===== src/hw/rcf_pkg.sv =====
// package of constants for the reset cause flag register bank
// Notes on behaviour
// RULE1: overflow bit7, underflow bit6, pin reset bit3, instruction bit2, power-on bit1, brown-out bit0.
// RULE2: stack overflow sets its flag, except in a power-on or brown-out cycle; firmware may write it one or zero.
// RULE3: a stack underflow sets the underflow flag, except in a cycle with a power-on or brown-out event.
// RULE4: firmware writing zero clears the underflow flag until the next underflow.
// RULE5: external pin reset clears its flag, except in a power-on or brown-out cycle; firmware may write one to re-arm.
// RULE6: reset instruction clears its flag, except in a power-on or brown-out cycle; a firmware one holds until then.
// RULE7: power-on reset drives its flag to zero; firmware writes one afterwards.
// RULE8: brown-out reset clears its flag; firmware sets it after power-on or brown-out.
// RULE9: bits 5 and 4 read zero and ignore writes.
// RULE10: power events load stack flags zero, pin and instruction flags one.
// RULE11: stack faults request a reset only when the stack reset enable is set.
// RULE12: a hardware set or clear beats a firmware write in the same cycle.
package rcf_pkg;
	localparam int unsigned ADDR_W   = 4;
	localparam int unsigned DATA_W   = 32;
	localparam int unsigned FLAG_W   = 8;
	localparam int unsigned EVT_W    = 6;

	// register byte offsets
	localparam logic [3:0] OFS_CAUSE   = 4'h0;
	localparam logic [3:0] OFS_IRQ_ST  = 4'h4;
	localparam logic [3:0] OFS_IRQ_CLR = 4'h8;
	localparam logic [3:0] OFS_IRQ_EN  = 4'hC;

	// flag positions in the cause register
	localparam int unsigned BIT_STK_OVF = 7;
	localparam int unsigned BIT_STK_UNF = 6;
	localparam int unsigned BIT_PIN_RST = 3;
	localparam int unsigned BIT_RST_INS = 2;
	localparam int unsigned BIT_POR     = 1;
	localparam int unsigned BIT_BOR     = 0;

	// implemented and writable bits of the cause register
	localparam logic [7:0] CAUSE_MASK  = 8'hCF;
	// value after power-on: stack flags 0, pin and instruction 1, power-on 0, brown-out 0
	localparam logic [7:0] CAUSE_RESET = 8'h0C;

	// event positions in the interrupt status register
	localparam int unsigned EVT_STK_OVF = 0;
	localparam int unsigned EVT_STK_UNF = 1;
	localparam int unsigned EVT_PIN_RST = 2;
	localparam int unsigned EVT_RST_INS = 3;
	localparam int unsigned EVT_POR     = 4;
	localparam int unsigned EVT_BOR     = 5;

	localparam logic [5:0]  IRQ_EN_RESET = 6'h00;
	localparam logic [5:0]  IRQ_ST_RESET = 6'h00;
	localparam logic [31:0] RDATA_IDLE   = 32'h0000_0000;
endpackage : rcf_pkg


===== src/hw/rcf_irq.sv =====
// sticky interrupt status with enable gating
`timescale 1ns/1ps
`default_nettype none
module rcf_irq (
	input  wire logic                    i_core_clk,
	input  wire logic                    i_resetn,
	input  wire logic [rcf_pkg::EVT_W-1:0] i_event,
	input  wire logic [rcf_pkg::EVT_W-1:0] i_clear,
	input  wire logic                    i_en_wr,
	input  wire logic [rcf_pkg::EVT_W-1:0] i_en_wdata,
	output logic      [rcf_pkg::EVT_W-1:0] o_status,
	output logic      [rcf_pkg::EVT_W-1:0] o_enable,
	output logic                         o_irq
);

	logic [rcf_pkg::EVT_W-1:0] status_reg;
	logic [rcf_pkg::EVT_W-1:0] status_next;
	logic [rcf_pkg::EVT_W-1:0] enable_reg;
	logic [rcf_pkg::EVT_W-1:0] enable_next;

	////////////////////////////////////////////////////////////////////////
	// per bit: set wins over clear
	genvar g;
	generate
		for (g = 0; g < rcf_pkg::EVT_W; g++) begin : g_bit
			always_comb begin
				if (i_event[g]) begin
					status_next[g] = 1'b1;
				end else if (i_clear[g]) begin
					status_next[g] = 1'b0;
				end else begin
					status_next[g] = status_reg[g];
				end
			end
		end
	endgenerate

	always_comb begin
		enable_next = enable_reg;
		if (i_en_wr) begin
			enable_next = i_en_wdata;
		end
	end

	always_ff @(posedge i_core_clk or negedge i_resetn) begin
		if (!i_resetn) begin
			status_reg <= rcf_pkg::IRQ_ST_RESET;
			enable_reg <= rcf_pkg::IRQ_EN_RESET;
		end else begin
			status_reg <= status_next;
			enable_reg <= enable_next;
		end
	end

	assign o_status = status_reg;
	assign o_enable = enable_reg;
	assign o_irq    = |(status_reg & enable_reg);

endmodule // rcf_irq
`default_nettype wire


===== src/hw/rcf_reset_cause.sv =====
// reset cause flag register with register port and event interrupt
`timescale 1ns/1ps
`default_nettype none
module rcf_reset_cause (
	input  wire logic                      i_core_clk,
	input  wire logic                      i_resetn,
	// register port
	input  wire logic [rcf_pkg::ADDR_W-1:0] i_addr,
	input  wire logic [rcf_pkg::DATA_W-1:0] i_wdata,
	input  wire logic                      i_wr,
	input  wire logic                      i_rd,
	output logic      [rcf_pkg::DATA_W-1:0] o_rdata,
	// reset events, one-cycle pulses
	input  wire logic                      i_power_on_event,
	input  wire logic                      i_brown_out_event,
	input  wire logic                      i_external_reset_pin_event,
	input  wire logic                      i_reset_instruction_event,
	input  wire logic                      i_stack_overflow_event,
	input  wire logic                      i_stack_underflow_event,
	// configuration level
	input  wire logic                      i_stack_reset_enable,
	// outputs
	output logic      [rcf_pkg::FLAG_W-1:0] o_reset_cause,
	output logic                           o_stack_reset_req,
	output logic                           o_irq
);

	////////////////////////////////////////////////////////////////////////
	// declarations
	logic [rcf_pkg::FLAG_W-1:0] cause_reg;
	logic [rcf_pkg::FLAG_W-1:0] cause_next;
	logic [rcf_pkg::FLAG_W-1:0] hw_set;
	logic [rcf_pkg::FLAG_W-1:0] hw_clr;
	logic [rcf_pkg::FLAG_W-1:0] hw_hit;
	logic [rcf_pkg::FLAG_W-1:0] wr_mask;
	logic [rcf_pkg::FLAG_W-1:0] wr_val;
	logic                       power_evt;

	logic [rcf_pkg::DATA_W-1:0] rdata_reg;
	logic [rcf_pkg::DATA_W-1:0] rdata_next;

	logic                       stk_req_reg;
	logic                       stk_req_next;

	logic                       sel_cause;
	logic                       sel_irq_st;
	logic                       sel_irq_clr;
	logic                       sel_irq_en;

	logic [rcf_pkg::EVT_W-1:0]  irq_event;
	logic [rcf_pkg::EVT_W-1:0]  irq_clear;
	logic [rcf_pkg::EVT_W-1:0]  irq_status;
	logic [rcf_pkg::EVT_W-1:0]  irq_enable;

	////////////////////////////////////////////////////////////////////////
	// address decode
	always_comb begin
		sel_cause   = 1'b0;
		sel_irq_st  = 1'b0;
		sel_irq_clr = 1'b0;
		sel_irq_en  = 1'b0;
		if (i_addr == rcf_pkg::OFS_CAUSE) begin
			sel_cause = 1'b1;
		end else if (i_addr == rcf_pkg::OFS_IRQ_ST) begin
			sel_irq_st = 1'b1;
		end else if (i_addr == rcf_pkg::OFS_IRQ_CLR) begin
			sel_irq_clr = 1'b1;
		end else if (i_addr == rcf_pkg::OFS_IRQ_EN) begin
			sel_irq_en = 1'b1;
		end
	end

	////////////////////////////////////////////////////////////////////////
	// hardware set and clear terms per flag
	always_comb begin
		power_evt = i_power_on_event | i_brown_out_event;
		hw_set    = '0;
		hw_clr    = '0;
		if (power_evt) begin
			hw_clr[rcf_pkg::BIT_STK_OVF] = 1'b1; // RULE10
			hw_clr[rcf_pkg::BIT_STK_UNF] = 1'b1; // RULE10
			hw_set[rcf_pkg::BIT_PIN_RST] = 1'b1; // RULE10
			hw_set[rcf_pkg::BIT_RST_INS] = 1'b1; // RULE10
		end else begin
			hw_set[rcf_pkg::BIT_STK_OVF] = i_stack_overflow_event; // RULE2
			hw_set[rcf_pkg::BIT_STK_UNF] = i_stack_underflow_event; // RULE3
			hw_clr[rcf_pkg::BIT_PIN_RST] = i_external_reset_pin_event; // RULE5
			hw_clr[rcf_pkg::BIT_RST_INS] = i_reset_instruction_event; // RULE6
		end
		hw_clr[rcf_pkg::BIT_POR] = i_power_on_event; // RULE7
		hw_clr[rcf_pkg::BIT_BOR] = i_brown_out_event; // RULE8
		hw_hit = hw_set | hw_clr;
	end

	////////////////////////////////////////////////////////////////////////
	// firmware write terms, reserved bits masked off
	always_comb begin
		wr_mask = '0;
		wr_val  = i_wdata[rcf_pkg::FLAG_W-1:0];
		if (i_wr && sel_cause) begin
			wr_mask = rcf_pkg::CAUSE_MASK; // RULE9
		end
	end

	////////////////////////////////////////////////////////////////////////
	// flag next value: hardware first, then firmware, then hold
	always_comb begin
		cause_next = cause_reg;
		for (int b = 0; b < rcf_pkg::FLAG_W; b++) begin
			if (hw_hit[b]) begin
				cause_next[b] = hw_set[b]; // RULE12
			end else if (wr_mask[b]) begin
				cause_next[b] = wr_val[b]; // RULE4
			end
		end
		cause_next = cause_next & rcf_pkg::CAUSE_MASK; // RULE9
	end

	always_ff @(posedge i_core_clk or negedge i_resetn) begin
		if (!i_resetn) begin
			cause_reg <= rcf_pkg::CAUSE_RESET; // RULE10
		end else begin
			cause_reg <= cause_next;
		end
	end

	////////////////////////////////////////////////////////////////////////
	// stack reset request, gated by the configuration enable
	always_comb begin
		stk_req_next = i_stack_reset_enable &
			(i_stack_overflow_event | i_stack_underflow_event); // RULE11
	end

	always_ff @(posedge i_core_clk or negedge i_resetn) begin
		if (!i_resetn) begin
			stk_req_reg <= 1'b0;
		end else begin
			stk_req_reg <= stk_req_next;
		end
	end

	////////////////////////////////////////////////////////////////////////
	// interrupt events and clears
	always_comb begin
		irq_event = '0;
		irq_event[rcf_pkg::EVT_STK_OVF] = i_stack_overflow_event;
		irq_event[rcf_pkg::EVT_STK_UNF] = i_stack_underflow_event;
		irq_event[rcf_pkg::EVT_PIN_RST] = i_external_reset_pin_event;
		irq_event[rcf_pkg::EVT_RST_INS] = i_reset_instruction_event;
		irq_event[rcf_pkg::EVT_POR]     = i_power_on_event;
		irq_event[rcf_pkg::EVT_BOR]     = i_brown_out_event;
		irq_clear = '0;
		if (i_wr && sel_irq_clr) begin
			irq_clear = i_wdata[rcf_pkg::EVT_W-1:0];
		end
	end

	rcf_irq u_irq (
		.i_core_clk (i_core_clk),
		.i_resetn   (i_resetn),
		.i_event    (irq_event),
		.i_clear    (irq_clear),
		.i_en_wr    (i_wr && sel_irq_en),
		.i_en_wdata (i_wdata[rcf_pkg::EVT_W-1:0]),
		.o_status   (irq_status),
		.o_enable   (irq_enable),
		.o_irq      (o_irq)
	);

	////////////////////////////////////////////////////////////////////////
	// read data: one cycle after the strobe, zero otherwise
	always_comb begin
		rdata_next = rcf_pkg::RDATA_IDLE;
		if (i_rd) begin
			if (sel_cause) begin
				rdata_next[rcf_pkg::FLAG_W-1:0] = cause_reg; // RULE1
			end else if (sel_irq_st) begin
				rdata_next[rcf_pkg::EVT_W-1:0] = irq_status;
			end else if (sel_irq_en) begin
				rdata_next[rcf_pkg::EVT_W-1:0] = irq_enable;
			end
		end
	end

	always_ff @(posedge i_core_clk or negedge i_resetn) begin
		if (!i_resetn) begin
			rdata_reg <= rcf_pkg::RDATA_IDLE;
		end else begin
			rdata_reg <= rdata_next;
		end
	end

	////////////////////////////////////////////////////////////////////////
	// outputs
	assign o_rdata           = rdata_reg;
	assign o_reset_cause     = cause_reg;
	assign o_stack_reset_req = stk_req_reg;

endmodule // rcf_reset_cause
`default_nettype wire


===== config.mk =====
export PLATFORM = sky130hd
export DESIGN_NAME = rcf_reset_cause
export DESIGN_NICKNAME = d
export VERILOG_FILES = /design/src/hw/rcf_pkg.sv /design/src/hw/rcf_irq.sv /design/src/hw/rcf_reset_cause.sv
export SDC_FILE = /design/constraint.sdc
export NUM_CORES = 1
export LEC_CHECK = 0
export CAP_MARGIN = 25
export CORE_ASPECT_RATIO = 0.9
export CORE_MARGIN = 5
export CORE_UTILIZATION = 55
export CTS_BUF_LIST = sky130_fd_sc_hd__clkbuf_4 sky130_fd_sc_hd__clkbuf_8 sky130_fd_sc_hd__clkbuf_16
export DETAILED_ROUTE_END_ITERATION = 7
export DONT_BUFFER_PORTS = 1
export PLACE_DENSITY = 0.81
export SLEW_MARGIN = 20
export SYNTH_ARGS = -nofsm -noshare
export SYNTH_HDL_FRONTEND = slang
export SYNTH_SLANG_ARGS = --single-unit

===== constraint.sdc =====
create_clock -name i_core_clk -period 1.5 [get_ports i_core_clk]
set_input_delay 0.225 -clock i_core_clk [delete_from_list [all_inputs] [get_ports i_core_clk]]
set_output_delay 0.225 -clock i_core_clk [all_outputs]
set_load 0.02 [all_outputs]

Word-level counts from Yosys, hierarchy flattened
Cells that the tools add are included.
{"block": "totals", "mem_bits_rw": 0, "memories": 0, "reg_bits": 27, "mem_bits_ro": 0, "elab_cells": 84, "out_inout_bits": 42, "inputBits": 47, "latchBits": 0}
{"block": "classes", "bitwise": 5, "order_cmp": 0, "addsub": 0, "n_reduce_logical": 17, "div": 0, "n_eq_ne": 3, "n_shift": 0, "n_mul": 0, "n_mux": 44}
{"operator": "1-bit 2-to-1 mux", "count": 34}
{"operator": "6-bit 2-to-1 mux", "count": 4}
{"operator": "2-bit nonzero test", "count": 12}
{"operator": "8-bit 2-to-1 mux", "count": 2}
{"operator": "4-bit == test, second input constant", "count": 2}
{"operator": "2-bit 2-to-1 mux", "count": 4}
{"operator": "8-bit bitwise OR", "count": 1}
{"operator": "6-bit bitwise AND", "count": 1}
{"operator": "6-bit OR reduction", "count": 1}
{"operator": "4-bit by 3-bit == test with 1-bit output, second input constant", "count": 1}
{"operator": "4-bit zero test", "count": 1}
{"operator": "1-bit logical AND", "count": 3}
{"operator": "1-bit bitwise OR", "count": 2}
{"operator": "1-bit bitwise AND", "count": 1}

Depth between registers and ports, before layout
Gate-level depths: netlist (run 1).
{"block": "logic_depth", "word_depth": 9, "ltp_mapped": 5, "mapped_depth_nobuf": 3}

Hierarchy
A second synthesis (run 1) with hierarchy kept.
{"block": "unflattened", "cells_unflattened": 129, "hier_area_um2": 1481.4}
{"mod": "rcf_reset_cause", "area_per_inst_um2": 984.7, "seq_area_each_um2": 377.9, "cells_each": 94, "n_inst": 1}
{"mod": "rcf_irq", "area_per_inst_um2": 496.7, "seq_area_each_um2": 300.3, "cells_each": 35, "n_inst": 1}

Worst setup path before layout (run 1)
Ideal clock, no wire load.
{"block": "synth_path", "kind": "input to register", "start": "input i_addr[0] (netlist name)", "end": "register u_irq.enable_reg (netlist bit u_irq.o_enable[0])", "path_slack_ps": 365, "path_buffers": 1, "required_ps": 1375, "arrival_time_ps": 1010, "path_stages": 4, "setup_time_ps": 125, "cell_sequence": "and4bb_2 clkbuf_4 nand2_4 mux2_2"}
{"block": "synth_between", "elab_chain_cells": 6, "elab_cells_between_ends": 9, "classes_between": "eq/ne: 3; mux: 4; reduce/logical: 2"}
{"element": "from (decl)", "line_no": "rcf_reset_cause.sv:8", "text": "input wire logic [rcf_pkg::ADDR_W-1:0] i_addr,"}
{"element": "4-bit == test", "line_no": "rcf_reset_cause.sv:68", "text": "end else if (i_addr == rcf_pkg::OFS_IRQ_EN) begin"}
{"element": "1-bit 2-to-1 mux", "line_no": "rcf_reset_cause.sv:68"}
{"element": "1-bit 2-to-1 mux", "line_no": "rcf_reset_cause.sv:66", "text": "end else if (i_addr == rcf_pkg::OFS_IRQ_CLR) begin"}
{"element": "1-bit 2-to-1 mux", "line_no": "rcf_reset_cause.sv:64", "text": "end else if (i_addr == rcf_pkg::OFS_IRQ_ST) begin"}
{"element": "1-bit 2-to-1 mux *", "line_no": "rcf_reset_cause.sv:62", "text": "if (i_addr == rcf_pkg::OFS_CAUSE) begin"}
{"element": "1-bit logical AND *", "line_no": "rcf_reset_cause.sv:163", "text": ".i_en_wr (i_wr && sel_irq_en),"}
{"element": "to (signal assigned)", "line_no": "rcf_irq.sv:48", "text": "enable_reg <= rcf_pkg::IRQ_EN_RESET;"}
{"element": "to (signal assigned)", "line_no": "rcf_irq.sv:51", "text": "enable_reg <= enable_next;"}
{"element": "to (decl)", "line_no": "rcf_irq.sv:18", "text": "logic [rcf_pkg::EVT_W-1:0] enable_reg;"}
Mark *: on every way between the ends. The rest lies on a longest branch, timed or not.
A chain may end at the register's enable or synchronous reset.

Worst setup path after layout (run 1)
{"block": "layout_path", "start": "register u_irq.status_reg (netlist bit u_irq.o_status[4])", "end": "output o_irq"}
{"block": "layout_between", "elab_chain_cells": 2}
{"element": "from (decl)", "line_no": "rcf_irq.sv:16", "text": "logic [rcf_pkg::EVT_W-1:0] status_reg;"}
{"element": "from (signal assigned)", "line_no": "rcf_irq.sv:47", "text": "status_reg <= rcf_pkg::IRQ_ST_RESET;"}
{"element": "from (signal assigned)", "line_no": "rcf_irq.sv:50", "text": "status_reg <= status_next;"}
{"element": "6-bit bitwise AND", "line_no": "rcf_irq.sv:57", "text": "assign o_irq = |(status_reg & enable_reg);"}
{"element": "6-bit OR reduction", "line_no": "rcf_irq.sv:57"}
{"element": "to (decl)", "line_no": "rcf_reset_cause.sv:25", "text": "output logic o_irq"}
Every way passes these cells.

==> flow_summary.html, run 1 <==
<table>
<tr><th>Metric</th><th>Value</th></tr>
<tr><th colspan="2">Power and ir drop</th></tr>
<tr><td>Static leakage power</td><td>0.672 nW</td></tr>
<tr><td>Logic pwr share</td><td>17.2%</td></tr>
<tr><td>Power density normalized to cell area</td><td>922 nW/um^2</td></tr>
<tr><td>Proportion of power drawn by the clock network</td><td>22.7%</td></tr>
<tr><td>Pint</td><td>0.985 mW</td></tr>
<tr><td>Peak supply drop</td><td>0.621 mV</td></tr>
<tr><td>Tot Pwr</td><td>1.40 mW</td></tr>
<tr><td>Net switching power figure</td><td>0.411 mW</td></tr>
<tr><td>Fraction of power consumed by sequential logic</td><td>60.1%</td></tr>
<tr><td>Switch share</td><td>29.5%</td></tr>
<tr><th colspan="2">Global routing</th></tr>
<tr><td>Met3 usage in global routing</td><td>5.34%</td></tr>
<tr><td>Layer with the highest usage</td><td>met2</td></tr>
<tr><td>Vias in the first global route</td><td>977</td></tr>
<tr><td>Met2 Use GR</td><td>27.8%</td></tr>
<tr><td>Global route overflow</td><td>0</td></tr>
<tr><td>Antenna violations before repair</td><td>0</td></tr>
<tr><td>Fraction of met1 tracks used by global routing</td><td>20.3%</td></tr>
<tr><td>Global-route usage over all layers</td><td>16.7%</td></tr>
<tr><td>Largest net degree at the start of global routing</td><td>28</td></tr>
<tr><td>First-pass GRT wire length</td><td>4820 um</td></tr>
<tr><th colspan="2">Routing</th></tr>
<tr><td>Number of design rule violations left after detail routing</td><td>0</td></tr>
<tr><td>Routed wire length</td><td>3120 um</td></tr>
<tr><td>Overall via count from detail_route</td><td>1007</td></tr>
<tr><td>WL per Instance</td><td>17.7 um</td></tr>
<tr><td>Initial DRT Pass Iterations</td><td>4</td></tr>
<tr><td>Ratio of routed vias to standard cells</td><td>5.72</td></tr>
<tr><td>Initial drt markers</td><td>64</td></tr>
<tr><td>Final antenna-violating net count</td><td>0</td></tr>
<tr><th colspan="2">Die</th></tr>
<tr><td>Starting utilization of the core area</td><td>58.0%</td></tr>
<tr><td># IOs</td><td>89</td></tr>
<tr><td>Area enclosed by the die boundary</td><td>3750 sq um</td></tr>
<tr><td>Chip width</td><td>64.0 um</td></tr>
<tr><td>Die height</td><td>58.6 um</td></tr>
<tr><td>Number of placement rows</td><td>17</td></tr>
<tr><td>Core Area</td><td>2490 sq um</td></tr>
<tr><th colspan="2">STA</th></tr>
<tr><td>RSZ-0062 raised after global routing</td><td>no</td></tr>
<tr><td>TNS Setup</td><td>0 ns</td></tr>
<tr><td>Final Setup Violations</td><td>0</td></tr>
<tr><td>Number of hold violations in the final report</td><td>0</td></tr>
<tr><td>Fmax</td><td>720 MHz</td></tr>
<tr><td>Period utilization</td><td>92.6%</td></tr>
<tr><td>Crit path time final</td><td>1.39 ns</td></tr>
<tr><td>Setup slack of the critical path after layout</td><td>0.111 ns</td></tr>
<tr><td>Max-slew headroom at the worst pin</td><td>64.5%</td></tr>
<tr><td>Clock Skews</td><td>0.00763 ns</td></tr>
<tr><td>Final Slew Violations</td><td>0</td></tr>
<tr><td>Transition time of the tightest slew-check pin</td><td>0.530 ns</td></tr>
<tr><th colspan="2">Synth</th></tr>
<tr><td>Synth warnings</td><td>0</td></tr>
<tr><td>Flip-flop and latch count after synthesis</td><td>27</td></tr>
<tr><td>Portion of the post-synthesis area used by sequential elements</td><td>47.0%</td></tr>
<tr><td>Synthesized instance count</td><td>137</td></tr>
<tr><td>Post-Synthesis Mean Instance Area</td><td>10.5 sq um</td></tr>
<tr><td>Share of flip-flops with an asynchronous set or reset after synthesis</td><td>100%</td></tr>
<tr><td>Combined area of all synthesized cells</td><td>1440 sq um</td></tr>
<tr><td>Number of synthesized flops with an enable pin</td><td>0</td></tr>
<tr><td>Number of unique standard cell types used by synthesis</td><td>31</td></tr>
<tr><td>Flip-flop cell with the highest count after synthesis</td><td>dfrtp_1</td></tr>
<tr><th colspan="2">Job</th></tr>
<tr><td>Maximum capacitance violations</td><td>0</td></tr>
<tr><th colspan="2">Finish</th></tr>
<tr><td>Area added between synthesis and finish</td><td>4.85%</td></tr>
<tr><td>Layout cell share with drive strength beyond 1</td><td>14.9%</td></tr>
<tr><td>Fill cell count</td><td>205</td></tr>
<tr><td>Area of combinational cells with multiple inputs</td><td>638 sq um</td></tr>
<tr><td>Non-filler cells in the finished layout</td><td>176</td></tr>
<tr><td>N_diodes</td><td>0</td></tr>
<tr><td>Most frequent standard cell in the layout excluding fill and tap cells</td><td>conb_1</td></tr>
<tr><td>Most frequent cells in the layout</td><td>26 x conb_1, 25 x dfrtp_1, 10 x nand3_1</td></tr>
<tr><td># nets final</td><td>196</td></tr>
<tr><td>Combined flip-flop and latch cell area</td><td>678 sq um</td></tr>
<tr><th colspan="2">Clocking</th></tr>
<tr><td>Bufs on Longest Clock Path</td><td>2</td></tr>
<tr><td>Clk sink count</td><td>27</td></tr>
<tr><td>Cts bufs inserted</td><td>3</td></tr>
<tr><td>CTS H-tree depth</td><td>1</td></tr>
<tr><td>CTS tree</td><td>yes</td></tr>
<tr><td>CTS clk-pin slew, worst paths</td><td>0.15 ns</td></tr>
<tr><td>Clock insertion delay at the later pin of the skew report</td><td>0.32 ns</td></tr>
<tr><td>CTS root buffer</td><td>clkbuf_4</td></tr>
<tr><th colspan="2">Worst setup path</th></tr>
<tr><td>Critical path, cell by cell</td><td>a22oi_1, nand3_2</td></tr>
<tr><td>Capturing element type of the critical path</td><td>output port</td></tr>
<tr><td>Crit path buffers/inverters</td><td>0</td></tr>
<tr><td>Critical path required time</td><td>1.27 ns</td></tr>
<tr><td>Top Family by Delay on Critical Path</td><td>flip-flops</td></tr>
<tr><td>CP max stage delay</td><td>0.44 ns</td></tr>
<tr><td>Startpoint types</td><td>flip-flop</td></tr>
<tr><td>Worst Path Arrival</td><td>1.16 ns</td></tr>
<tr><td>Critical-path cell with the highest stage delay</td><td>dfrtp_1</td></tr>
<tr><td>Largest fanout on the critical path</td><td>3</td></tr>
<tr><td>Classification of the worst setup path</td><td>reg2out</td></tr>
<tr><th colspan="2">Placement</th></tr>
<tr><td>Routability-driven placement congestion ratio</td><td>0.779</td></tr>
<tr><td>Inst Count DP</td><td>162</td></tr>
<tr><td>Worst setup timing slack at the placement stage</td><td>0.327 ns</td></tr>
<tr><td>Port-buffer cells</td><td>0</td></tr>
<tr><td>Detailed Place HPWL</td><td>2220 um</td></tr>
<tr><th colspan="2">Outcome</th></tr>
<tr><td>Status</td><td>complete, no violations</td></tr>
<tr><th colspan="2">Min path</th></tr>
<tr><td>Hold/Removal Path Class</td><td>in2reg</td></tr>
</table>
==> Yosys cell counts, types with 3 or more instances <==
| cell | instances | area [sq um] |
|---|---|---|
| nor2b_1 | 3 | 18.8 |
| nand2_1 | 3 | 11.3 |
| a21oi_1 | 4 | 20.0 |
| a21o_1 | 6 | 45.0 |
| mux2_2 | 6 | 67.6 |
| mux2i_1 | 5 | 50.1 |
| a22oi_1 | 3 | 22.5 |
| dfrtp_1 | 25 | 626 |
| buf_4 | 26 | 195 |
| nand3_1 | 11 | 55.1 |
| o21ai_0 | 7 | 35.0 |
| nor2_1 | 3 | 11.3 |
| and2_1 | 4 | 25.0 |
| nand3b_1 | 6 | 45.0 |
==> per-layer routing <==
layer  wire length [um]  vias to the layer above
li1                   -                      446
met1               1240                      501
met2               1490                       58
met3                364                        2
met4                 27                        0
met5                  0                        -
==> timing repair <==
action                                 in CTS  in global routing
endpoints found under the hold margin      35                  2
setup endpoints to repair                   0                  1
gates resized for setup                     0                  2
hold buffers                                8                  2
setup buffers                               0                  0
==> cell families (layout without fill, tap and decap cells) <==
kind of cell / after synthesis / count (layout) / share of synthesized area [%]
other: 1 / 26 / 0.260
DFF: 27 / 27 / 47.0
buffers and inverters: 32 / 18 / 16.0
AOI/OAI and AO/OA: 24 / 24 / 10.4
muxes: 11 / 11 / 8.15
and+or+nand+nor: 42 / 42 / 18.2
==> flip-flops by register name (all words and copies together) (netlist names) <==
| signal | flops |
|---|---|
| o_stack_reset_req | 1 |
| o_rdata | 8 |
| u_irq.o_enable | 6 |
| u_irq.o_status | 6 |
| o_reset_cause | 6 |
==> per-stage QoR <==
step	area (sq um)	utilization, %	hold slack [ns]
floorplan	1540	-	-0.0706
global placement	1360	54.8	-0.0697
detailed placement	1360	54.8	-0.0698
CTS	1480	59.6	0.00702
global route	1510	60.8	0.000173
finish	1510	60.8	0.0162
==> layout make-up <==
class | count | area share (%)
clock buffer | 3 | 1.49
tap | 28 | 2.31
clock inverter | 1 | 0.496
multi-input combinational | 103 | 42.1
inverter | 2 | 0.496
timing repair buffer | 12 | 8.26
sequential | 27 | 44.8
==> power by group through the flow <==
| stage | Sequential, mW | Clock, mW | Combinational [mW] |
|---|---|---|---|
| 3_3_place_gp | 0.847 | 0 | 0.183 |
| 4_1_cts | 0.836 | 0.327 | 0.227 |
| 6_report | 0.839 | 0.317 | 0.240 |
| 3_5_place_dp | 0.849 | 0 | 0.188 |
| 2_1_floorplan | 0.836 | 0 | 0.233 |
| 5_1_grt | 0.846 | 0.362 | 0.263 |
==> final timing paths <==
kind	from	endpoint	slack [ns]	cells past startpoint
max	u_irq.o_status[4]$_DFFE_PN0P_	o_irq	0.11	2
min	i_stack_reset_enable	o_stack_reset_req$_DFF_PN0_	0.02	1
max reg2reg	o_reset_cause[3]$_DFFE_PN1P_	o_rdata[3]$_DFF_PN0_	0.39	3
min reg2reg	u_irq.o_status[3]$_DFFE_PN0P_	u_irq.o_status[3]$_DFFE_PN0P_	0.54	1
max in group asynchronous	i_resetn	o_reset_cause[2]$_DFFE_PN1P_	0.97	2
min in group asynchronous	i_resetn	o_rdata[3]$_DFF_PN0_	0.31	2
(Power assumes the default switching activity.)
==> run 2: changes to the inputs <==
--- a/config.mk
+++ b/config.mk
@@ -5,14 +5,14 @@
 export SDC_FILE = /design/constraint.sdc
 export NUM_CORES = 1
 export LEC_CHECK = 0
+export BUFFER_PORTS_ARGS = -buffer_cell sky130_fd_sc_hd__buf_2
 export CAP_MARGIN = 25
 export CORE_ASPECT_RATIO = 0.9
 export CORE_MARGIN = 5
-export CORE_UTILIZATION = 55
+export CORE_UTILIZATION = 46
 export CTS_BUF_LIST = sky130_fd_sc_hd__clkbuf_4 sky130_fd_sc_hd__clkbuf_8 sky130_fd_sc_hd__clkbuf_16
 export DETAILED_ROUTE_END_ITERATION = 7
-export DONT_BUFFER_PORTS = 1
-export PLACE_DENSITY = 0.81
+export PLACE_DENSITY = 0.95
 export SLEW_MARGIN = 20
 export SYNTH_ARGS = -nofsm -noshare
 export SYNTH_HDL_FRONTEND = slang
==> run 2 against run 1 <==
  * Clock skew decreased by 0.0044 ns
  * Final cell count is 28% higher
  * Die area rose by 16%
  * Flip-flop and latch count unchanged
  * Clock power fell by 1%
  * Sequential share of layout area decreased by 4.6 points
  * Register-to-register slack better by 0.06 ns
  * Worst setup slack got worse by 0.040 ns
  * Count of clock-buffer cells in the layout is the same
  * Critical path type unchanged
  * Critical endpoint unchanged
==> flow_summary.html, run 2 (same netlist as run 1, synthesis figures left out) <==
<table>
<tr><th>Metric</th><th>Value</th></tr>
<tr><th colspan="2">Outcome</th></tr>
<tr><td>Status</td><td>complete, no violations</td></tr>
<tr><th colspan="2">Finish</th></tr>
<tr><td>Most frequent standard cell in the layout excluding fill and tap cells</td><td>buf_2</td></tr>
<tr><td>N_diodes</td><td>0 (unchanged)</td></tr>
<tr><td>Max FFs per register</td><td>8 (unchanged)</td></tr>
<tr><td>Area added between synthesis and finish</td><td>16.9%</td></tr>
<tr><td># nets final</td><td>232 (+18%)</td></tr>
<tr><td>Most frequent cells in the layout</td><td>37 x buf_2, 26 x conb_1, 25 x dfrtp_1</td></tr>
<tr><td>Final Core Density</td><td>55.5% (-5.4 points)</td></tr>
<tr><td>Layout cell share with drive strength beyond 1</td><td>37.0% (+22 points)</td></tr>
<tr><td>Post-route cell area</td><td>1690 sq um (+11%)</td></tr>
<tr><th colspan="2">Routing</th></tr>
<tr><td>Ratio of routed vias to standard cells</td><td>5.03 (-12%)</td></tr>
<tr><td>Routed wire length</td><td>3150 um (+1.1%)</td></tr>
<tr><td>Final antenna-violating net count</td><td>0 (unchanged)</td></tr>
<tr><td>Number of design rule violations left after detail routing</td><td>0 (unchanged)</td></tr>
<tr><td>WL per Instance</td><td>13.9 um (-21%)</td></tr>
<tr><td>Initial drt markers</td><td>87 (+36%)</td></tr>
<tr><td>Initial DRT Pass Iterations</td><td>4 (unchanged)</td></tr>
<tr><td>Overall via count from detail_route</td><td>1137 (+13%)</td></tr>
<tr><th colspan="2">Global routing</th></tr>
<tr><td>Layer with the highest usage</td><td>met2</td></tr>
<tr><td>Global-route usage over all layers</td><td>13.9% (-2.8 points)</td></tr>
<tr><td>Largest net degree at the start of global routing</td><td>28 (unchanged)</td></tr>
<tr><td>Vias in the first global route</td><td>1049 (+7.4%)</td></tr>
<tr><td>Met3 usage in global routing</td><td>5.72% (+0.38 points)</td></tr>
<tr><td>Met2 Use GR</td><td>23.1% (-4.7 points)</td></tr>
<tr><td>Antenna violations before repair</td><td>0 (unchanged)</td></tr>
<tr><td>Fraction of met1 tracks used by global routing</td><td>16.9% (-3.4 points)</td></tr>
<tr><td>First-pass GRT wire length</td><td>4890 um (+1.3%)</td></tr>
<tr><td>Global route overflow</td><td>0 (unchanged)</td></tr>
<tr><th colspan="2">STA</th></tr>
<tr><td>Transition time of the tightest slew-check pin</td><td>0.588 ns (+0.0577 ns)</td></tr>
<tr><td>TNS Setup</td><td>0 ns (unchanged)</td></tr>
<tr><td>Number of hold violations in the final report</td><td>0 (unchanged)</td></tr>
<tr><td>Final Slew Violations</td><td>0 (unchanged)</td></tr>
<tr><td>RSZ-0062 raised after global routing</td><td>yes</td></tr>
<tr><td>Clock Skews</td><td>0.00320 ns (-0.00442 ns)</td></tr>
<tr><td>Hold slack final</td><td>0.0568 ns (+0.0406 ns)</td></tr>
<tr><td>Crit path time final</td><td>1.43 ns (+0.0400 ns)</td></tr>
<tr><td>Max-slew headroom at the worst pin</td><td>60.8% (-3.7 points)</td></tr>
<tr><td>Period utilization</td><td>95.3% (+2.7 points)</td></tr>
<tr><td>Final Setup Violations</td><td>0 (unchanged)</td></tr>
<tr><td>Fmax</td><td>700 MHz (-2.8%)</td></tr>
<tr><th colspan="2">Job</th></tr>
<tr><td>Maximum capacitance violations</td><td>0 (unchanged)</td></tr>
<tr><th colspan="2">Clocking</th></tr>
<tr><td>Bufs on Longest Clock Path</td><td>2 (unchanged)</td></tr>
<tr><td>CTS H-tree depth</td><td>1 (unchanged)</td></tr>
<tr><td>CTS root buffer</td><td>clkbuf_4</td></tr>
<tr><td>Cts bufs inserted</td><td>3 (unchanged)</td></tr>
<tr><td>CTS clk-pin slew, worst paths</td><td>0.14 ns (about the same)</td></tr>
<tr><td>CTS tree</td><td>yes</td></tr>
<tr><td>Clock insertion delay at the later pin of the skew report</td><td>0.33 ns (about the same)</td></tr>
<tr><td>Clk sink count</td><td>27 (unchanged)</td></tr>
<tr><th colspan="2">Die</th></tr>
<tr><td>Number of placement rows</td><td>19 (+2)</td></tr>
<tr><td>Area enclosed by the die boundary</td><td>4360 sq um (+16%)</td></tr>
<tr><td>Die height</td><td>63.2 um (+7.8%)</td></tr>
<tr><td>Chip width</td><td>69.1 um (+7.9%)</td></tr>
<tr><td>Core Area</td><td>3040 sq um (+22%)</td></tr>
<tr><td>Starting utilization of the core area</td><td>47.5% (-11 points)</td></tr>
<tr><td># IOs</td><td>89 (unchanged)</td></tr>
<tr><th colspan="2">Worst setup path</th></tr>
<tr><td>Classification of the worst setup path</td><td>reg2out</td></tr>
<tr><td>Capturing element type of the critical path</td><td>output port</td></tr>
<tr><td>Crit path from</td><td>u_irq.o_enable[2]$_DFFE_PN0P_</td></tr>
<tr><td>Launch instance of the worst register-to-register path</td><td>o_reset_cause[3]$_DFFE_PN1P_</td></tr>
<tr><td>Largest fanout on the critical path</td><td>3 (unchanged)</td></tr>
<tr><td>Critical-path cell with the highest stage delay</td><td>dfrtp_1</td></tr>
<tr><td>Worst Path Arrival</td><td>1.20 ns (+0.04 ns)</td></tr>
<tr><td>CP max stage delay</td><td>0.43 ns (about the same)</td></tr>
<tr><td>Critical path required time</td><td>1.27 ns (about the same)</td></tr>
<tr><td>Critical path, cell by cell</td><td>a22oi_2, nand3_2, buf_6</td></tr>
<tr><td>Startpoint types</td><td>flip-flop</td></tr>
<tr><th colspan="2">Power and ir drop</th></tr>
<tr><td>Peak supply drop</td><td>0.460 mV (-26%)</td></tr>
<tr><td>Static leakage power</td><td>0.832 nW (+24%)</td></tr>
<tr><td>Power density normalized to cell area</td><td>865 nW/um^2 (-6.1%)</td></tr>
<tr><td>Tot Pwr</td><td>1.46 mW (+4.6%)</td></tr>
<tr><th colspan="2">Placement</th></tr>
<tr><td>Port-buffer cells</td><td>38 (+38)</td></tr>
<tr><td>Detailed Place HPWL</td><td>2460 um (+11%)</td></tr>
<tr><td>Routability-driven placement congestion ratio</td><td>0.845 (+8.5%)</td></tr>
<tr><td>Dpl cell area</td><td>1590 sq um (+16%)</td></tr>
<tr><th colspan="2">Min path</th></tr>
<tr><td>Hold path startpoint</td><td>i_power_on_event</td></tr>
<tr><td>Hold/Removal Path Class</td><td>in2reg</td></tr>
</table>
run 2: metrics by stage:
step | setup slack [ns] | cells
CTS | 0.00656 | 221
floorplan | 0.365 | 162
finish | 0.0711 | 226
global placement | 0.197 | 216
global route | -0.00524 | 226
detailed placement | 0.176 | 216
run 2: routing by layer:
layer / vias up / part of all wire, %
li1: 522 / -
met1: 554 / 40
met2: 57 / 49
met3: 4 / 11
met4: 0 / 0.73
met5: - / 0
run 2: what timing repair did:
action	4_1_cts	5_1_grt
hold buffers	1	0
hold endpoints to repair	25	0
endpoints found under the setup margin	0	1
gates resized for setup	0	6
buffers inserted	0	5
run 2: worst paths after layout:
| path | slack [ns] | depth (start not counted) | end |
|---|---|---|---|
| min | 0.06 | 2 | o_reset_cause[1]$_DFFE_PN0P_ |
| max in group asynchronous | 0.72 | 2 | o_rdata[2]$_DFF_PN0_ |
| max reg2reg | 0.45 | 3 | o_rdata[3]$_DFF_PN0_ |
| min in group asynchronous | 0.40 | 2 | o_rdata[0]$_DFF_PN0_ |
| max | 0.07 | 3 | o_irq |
| min reg2reg | 0.56 | 1 | o_rdata[7]$_DFF_PN0_ |
run 2: worst max-delay path, delay by kind of cell, from the launching register on:
kind                   cells  cell delay, ns
DFF                        1            0.43
AOI/OAI and AO/OA          1            0.20
buffers and inverters      1            0.14
and+or+nand+nor            1            0.10
run 2: layout make-up:
| cell class | instances | area (sq um) |
|---|---|---|
| fill | 271 | 1360 |
| clock buffer | 3 | 22.5 |
| clock inverter | 1 | 5.00 |
| multi-input combinational | 103 | 648 |
| inverter | 2 | 7.51 |
| sequential | 27 | 678 |
| timing repair buffer | 48 | 274 |
| tap | 42 | 52.6 |
run 2: where the power goes:
| group | leakage, nW | internal, mW | switching (mW) | total [mW] |
|---|---|---|---|---|
| Clock | 0.0177 | 0.100 | 0.212 | 0.313 |
| Sequential | 0.325 | 0.781 | 0.0433 | 0.824 |
| Combinational | 0.489 | 0.134 | 0.190 | 0.324 |
| Total | 0.832 | 1.02 | 0.446 | 1.46 |
==> run 3: changes to the inputs <==
--- a/config.mk
+++ b/config.mk
@@ -5,11 +5,11 @@
 export SDC_FILE = /design/constraint.sdc
 export NUM_CORES = 1
 export LEC_CHECK = 0
+export ABC_AREA = 1
 export BUFFER_PORTS_ARGS = -buffer_cell sky130_fd_sc_hd__buf_2
-export CAP_MARGIN = 25
 export CORE_ASPECT_RATIO = 0.9
 export CORE_MARGIN = 5
-export CORE_UTILIZATION = 46
+export CORE_UTILIZATION = 47
 export CTS_BUF_LIST = sky130_fd_sc_hd__clkbuf_4 sky130_fd_sc_hd__clkbuf_8 sky130_fd_sc_hd__clkbuf_16
 export DETAILED_ROUTE_END_ITERATION = 7
 export PLACE_DENSITY = 0.95
==> run 3 against run 2 <==
  * Core utilization is 2.1 points lower
  * Total power rose by 8.2%
  * Global-route usage is 1.4 points higher
  * Highest routed layer unchanged
==> flow_summary.html, run 3 <==
<table>
<tr><th>Metric</th><th>Value</th></tr>
<tr><th colspan="2">Finish</th></tr>
<tr><td>Post-route cell area</td><td>1760 sq um (+4.5%)</td></tr>
<tr><td>Area of combinational cells with multiple inputs</td><td>684 sq um (+5.6%)</td></tr>
<tr><td>Max FFs per register</td><td>8 (unchanged)</td></tr>
<tr><td>Most frequent cells in the layout</td><td>60 x nand2_1, 38 x buf_2, 26 x conb_1</td></tr>
<tr><td># nets final</td><td>285 (+23%)</td></tr>
<tr><td>Fill cell count</td><td>318 (+17%)</td></tr>
<tr><td>Most frequent standard cell in the layout excluding fill and tap cells</td><td>nand2_1</td></tr>
<tr><td>Combined flip-flop and latch cell area</td><td>678 sq um (unchanged)</td></tr>
<tr><td>Final Core Density</td><td>53.4% (-2.1 points)</td></tr>
<tr><td>Layout cell share with drive strength beyond 1</td><td>24.5% (-12 points)</td></tr>
<tr><td>N_diodes</td><td>0 (unchanged)</td></tr>
<tr><td>Area added between synthesis and finish</td><td>11.3%</td></tr>
<tr><th colspan="2">Synth</th></tr>
<tr><td>Top area cells in the synthesized netlist</td><td>dfrtp_1 39%, nand2_1 14%, buf_4 12%, inv_1 5.0%, nand4_1 4.7%</td></tr>
<tr><td>Flip-flop cell with the highest count after synthesis</td><td>dfrtp_1</td></tr>
<tr><td>Portion of synthesized cell area occupied by the leading cell type</td><td>39.5% (-3.9 points)</td></tr>
<tr><td>Post-Synthesis Mean Instance Area</td><td>8.05 sq um (-24%)</td></tr>
<tr><td>Synth warnings</td><td>0 (unchanged)</td></tr>
<tr><td>Synth cell count leaders</td><td>60 x nand2_1, 26 x buf_4, 25 x dfrtp_1</td></tr>
<tr><td>Share of flip-flops with an asynchronous set or reset after synthesis</td><td>100% (unchanged)</td></tr>
<tr><td>Combined area of all synthesized cells</td><td>1590 sq um (+9.8%)</td></tr>
<tr><td>Number of synthesized flops with an enable pin</td><td>0 (unchanged)</td></tr>
<tr><td>Number of unique standard cell types used by synthesis</td><td>24 (-23%)</td></tr>
<tr><td>Post-synthesis cell type with the largest combined area</td><td>dfrtp_1</td></tr>
<tr><td>Synthesized instance count</td><td>197 (+44%)</td></tr>
<tr><td>Dominant cell by count in the synthesized netlist</td><td>nand2_1</td></tr>
<tr><td>Portion of the post-synthesis area used by sequential elements</td><td>42.8% (-4.2 points)</td></tr>
<tr><td>Flip-flop and latch count after synthesis</td><td>27 (unchanged)</td></tr>
<tr><th colspan="2">Global routing</th></tr>
<tr><td>Met2 Use GR</td><td>25.1% (+2.0 points)</td></tr>
<tr><td>Largest net degree at the start of global routing</td><td>28 (unchanged)</td></tr>
<tr><td>Fraction of met1 tracks used by global routing</td><td>18.7% (+1.8 points)</td></tr>
<tr><td>First-pass GRT wire length</td><td>5610 um (+15%)</td></tr>
<tr><td>Layer with the highest usage</td><td>met2</td></tr>
<tr><td>Met3 usage in global routing</td><td>5.35% (-0.37 points)</td></tr>
<tr><td>Antenna violations before repair</td><td>0 (unchanged)</td></tr>
<tr><td>Vias in the first global route</td><td>1268 (+21%)</td></tr>
<tr><td>Global route overflow</td><td>0 (unchanged)</td></tr>
<tr><td>Global-route usage over all layers</td><td>15.4% (+1.4 points)</td></tr>
<tr><th colspan="2">Clocking</th></tr>
<tr><td>CTS root buffer</td><td>clkbuf_8</td></tr>
<tr><td>Clk sink count</td><td>27 (unchanged)</td></tr>
<tr><td>CTS tree</td><td>yes</td></tr>
<tr><td>CTS clk-pin slew, worst paths</td><td>0.08 ns (-0.06 ns)</td></tr>
<tr><td>CTS H-tree depth</td><td>1 (unchanged)</td></tr>
<tr><td>Clock insertion delay at the later pin of the skew report</td><td>0.28 ns (-0.05 ns)</td></tr>
<tr><td>Bufs on Longest Clock Path</td><td>2 (unchanged)</td></tr>
<tr><td>Cts bufs inserted</td><td>3 (unchanged)</td></tr>
<tr><th colspan="2">Power and ir drop</th></tr>
<tr><td>Switch share</td><td>31.5% (+0.97 points)</td></tr>
<tr><td>Proportion of power drawn by the clock network</td><td>27.4% (+6.0 points)</td></tr>
<tr><td>Peak supply drop</td><td>0.421 mV (-8.4%)</td></tr>
<tr><td>Static leakage power</td><td>1.04 nW (+25%)</td></tr>
<tr><td>Fraction of power consumed by sequential logic</td><td>52.0% (-4.4 points)</td></tr>
<tr><td>Net switching power figure</td><td>0.498 mW (+12%)</td></tr>
<tr><td>Pint</td><td>1.08 mW (+6.7%)</td></tr>
<tr><td>Power density normalized to cell area</td><td>896 nW/um^2 (+3.5%)</td></tr>
<tr><td>Logic pwr share</td><td>20.6% (-1.6 points)</td></tr>
<tr><th colspan="2">Worst setup path</th></tr>
<tr><td>Capturing element type of the critical path</td><td>output port</td></tr>
<tr><td>Top Family by Delay on Critical Path</td><td>flip-flops</td></tr>
<tr><td>Critical Path End</td><td>o_irq</td></tr>
<tr><td>Worst Path Arrival</td><td>1.20 ns (about the same)</td></tr>
<tr><td>Crit path from</td><td>u_irq.o_status[3]$_DFFE_PN0P_</td></tr>
<tr><td>Number of gates on the worst path with buffers counted</td><td>5 (+2)</td></tr>
<tr><td>Classification of the worst setup path</td><td>reg2out</td></tr>
<tr><td>CP max stage delay</td><td>0.41 ns (-0.02 ns)</td></tr>
<tr><td>Critical path required time</td><td>1.27 ns (about the same)</td></tr>
<tr><td>Critical path, cell by cell</td><td>nand2_1, nand2_1, a21oi_1, nand4_1, buf_2</td></tr>
<tr><td>Startpoint types</td><td>flip-flop</td></tr>
<tr><td>Largest fanout on the critical path</td><td>3 (unchanged)</td></tr>
<tr><td>Library cell appearing most often on the critical path</td><td>nand2_1</td></tr>
<tr><td>Critical-path cell with the highest stage delay</td><td>dfrtp_1</td></tr>
<tr><td>Flop2flop setup slack</td><td>0.58 ns (+0.13 ns)</td></tr>
<tr><td>Worst flop-to-flop path endpoint</td><td>o_rdata[3]$_DFF_PN0_</td></tr>
<tr><td>R2R depth</td><td>3 (unchanged)</td></tr>
<tr><td>Launch instance of the worst register-to-register path</td><td>u_irq.o_status[3]$_DFFE_PN0P_</td></tr>
<tr><td>Crit path buffers/inverters</td><td>1 (unchanged)</td></tr>
<tr><th colspan="2">Outcome</th></tr>
<tr><td>Status</td><td>complete, no violations</td></tr>
<tr><th colspan="2">Die</th></tr>
<tr><td>Starting utilization of the core area</td><td>48.0% (+0.54 points)</td></tr>
<tr><td>Number of placement rows</td><td>20 (+1)</td></tr>
<tr><td>Core Area</td><td>3300 sq um (+8.6%)</td></tr>
<tr><td># IOs</td><td>89 (unchanged)</td></tr>
<tr><td>Chip width</td><td>71.2 um (+3.1%)</td></tr>
<tr><td>Area enclosed by the die boundary</td><td>4640 sq um (+6.3%)</td></tr>
<tr><td>Die height</td><td>65.1 um (+3.1%)</td></tr>
<tr><th colspan="2">Routing</th></tr>
<tr><td>Initial drt markers</td><td>99 (+14%)</td></tr>
<tr><td>Number of design rule violations left after detail routing</td><td>0 (unchanged)</td></tr>
<tr><td>WL per Instance</td><td>12.5 um (-10%)</td></tr>
<tr><td>Routed wire length</td><td>3520 um (+12%)</td></tr>
<tr><td>Ratio of routed vias to standard cells</td><td>4.74 (-5.9%)</td></tr>
<tr><td>Final antenna-violating net count</td><td>0 (unchanged)</td></tr>
<tr><td>Overall via count from detail_route</td><td>1331 (+17%)</td></tr>
<tr><td>Initial DRT Pass Iterations</td><td>4 (unchanged)</td></tr>
<tr><th colspan="2">STA</th></tr>
<tr><td>Number of hold violations in the final report</td><td>0 (unchanged)</td></tr>
<tr><td>Max-slew headroom at the worst pin</td><td>60.9% (about the same)</td></tr>
<tr><td>Fmax</td><td>700 MHz (about the same)</td></tr>
<tr><td>Transition time of the tightest slew-check pin</td><td>0.587 ns (-0.000904 ns)</td></tr>
<tr><td>Hold slack final</td><td>0.163 ns (+0.106 ns)</td></tr>
<tr><td>Setup slack of the critical path after layout</td><td>0.0715 ns (+0.000457 ns)</td></tr>
<tr><td>Final Slew Violations</td><td>0 (unchanged)</td></tr>
<tr><td>Final Setup Violations</td><td>0 (unchanged)</td></tr>
<tr><td>RSZ-0062 raised after global routing</td><td>yes</td></tr>
<tr><td>Crit path time final</td><td>1.43 ns (-0.000457 ns)</td></tr>
<tr><td>Clock Skews</td><td>0.00635 ns (+0.00314 ns)</td></tr>
<tr><td>Period utilization</td><td>95.2% (about the same)</td></tr>
<tr><th colspan="2">Job</th></tr>
<tr><td>Maximum capacitance violations</td><td>0 (unchanged)</td></tr>
<tr><th colspan="2">Placement</th></tr>
<tr><td>Worst setup timing slack at the placement stage</td><td>0.281 ns (+0.106 ns)</td></tr>
<tr><td>Dpl cell area</td><td>1700 sq um (+7.0%)</td></tr>
<tr><td>Routability-driven placement congestion ratio</td><td>0.890 (+5.3%)</td></tr>
<tr><td>Detailed Place HPWL</td><td>2740 um (+11%)</td></tr>
<tr><td>Port-buffer cells</td><td>38 (unchanged)</td></tr>
<tr><th colspan="2">Min path</th></tr>
<tr><td>Hold/Removal Path Class</td><td>in2reg</td></tr>
</table>
-- run 3: final cells by class --
| class | instances | share of cell area, % |
|---|---|---|
| flip-flops and latches | 27 | 38.4 |
| clock buffers | 4 | 2.77 |
| multi-input cells | 143 | 38.8 |
| inverters | 22 | 4.68 |
| well taps | 44 | 3.12 |
| repair buffers | 41 | 12.2 |
-- run 3: worst register-to-register path, cell delays in order (launching register included) --
cell and delay (ns):
dfrtp_1 0.41, buf_4 0.14, o211ai_1 0.19, a21oi_2 0.07
-- run 3: what timing repair did --
action	CTS	global route
gates resized for setup	0	0
hold buffers	1	0
hold endpoints to repair	25	0
setup endpoints to repair	0	1
buffers inserted	0	1
-- run 3: power groups by stage --
stage	clock, mW	sequential [mW]	combinational [mW]
after floorplan	0	0.843	0.252
after global placement	0	0.833	0.310
after detailed placement	0	0.835	0.320
after CTS	0.441	0.821	0.324
after global routing	0.478	0.830	0.359
final	0.434	0.822	0.325
-- run 3: logic make-up after synthesis --
group	synth area share (%)
AOI/OAI and AO/OA	5.13
buffers and inverters	20.0
DFF	42.8
other	0.237
and+or+nand+nor	31.9
-- run 3: stage by stage --
step | setup TNS [ns] | power [mW] | cells
after detailed placement | 0 | 1.15 | 275
after CTS | 0 | 1.59 | 280
final | 0 | 1.58 | 281
after floorplan | 0 | 1.09 | 222
after global routing | -0.0190 | 1.67 | 281
after global placement | 0 | 1.14 | 275
-- run 3: worst min path at each step --
| stage | from | to | slack (ns) | cells past startpoint |
|---|---|---|---|---|
| final | i_external_reset_pin_event | u_irq.o_status[2]$_DFFE_PN0P_ | 0.16 | 3 |
| after global routing | i_external_reset_pin_event | u_irq.o_status[2]$_DFFE_PN0P_ | 0.16 | 3 |
| after CTS | i_external_reset_pin_event | u_irq.o_status[2]$_DFFE_PN0P_ | 0.16 | 3 |
| after detailed placement | i_resetn | o_rdata[4]$_DFF_PN0_ | 0.26 | 1 |
| after global placement | i_resetn | o_rdata[4]$_DFF_PN0_ | 0.25 | 1 |
| after floorplan | i_resetn | o_rdata[0]$_DFF_PN0_ | -0.07 | 0 |
-- run 3: per-layer routing --
| metal | up-vias | share of wire [%] |
|---|---|---|
| li1 | 648 | - |
| met1 | 612 | 38 |
| met2 | 66 | 50 |
| met3 | 5 | 10 |
| met4 | 0 | 1.2 |
| met5 | - | 0 |
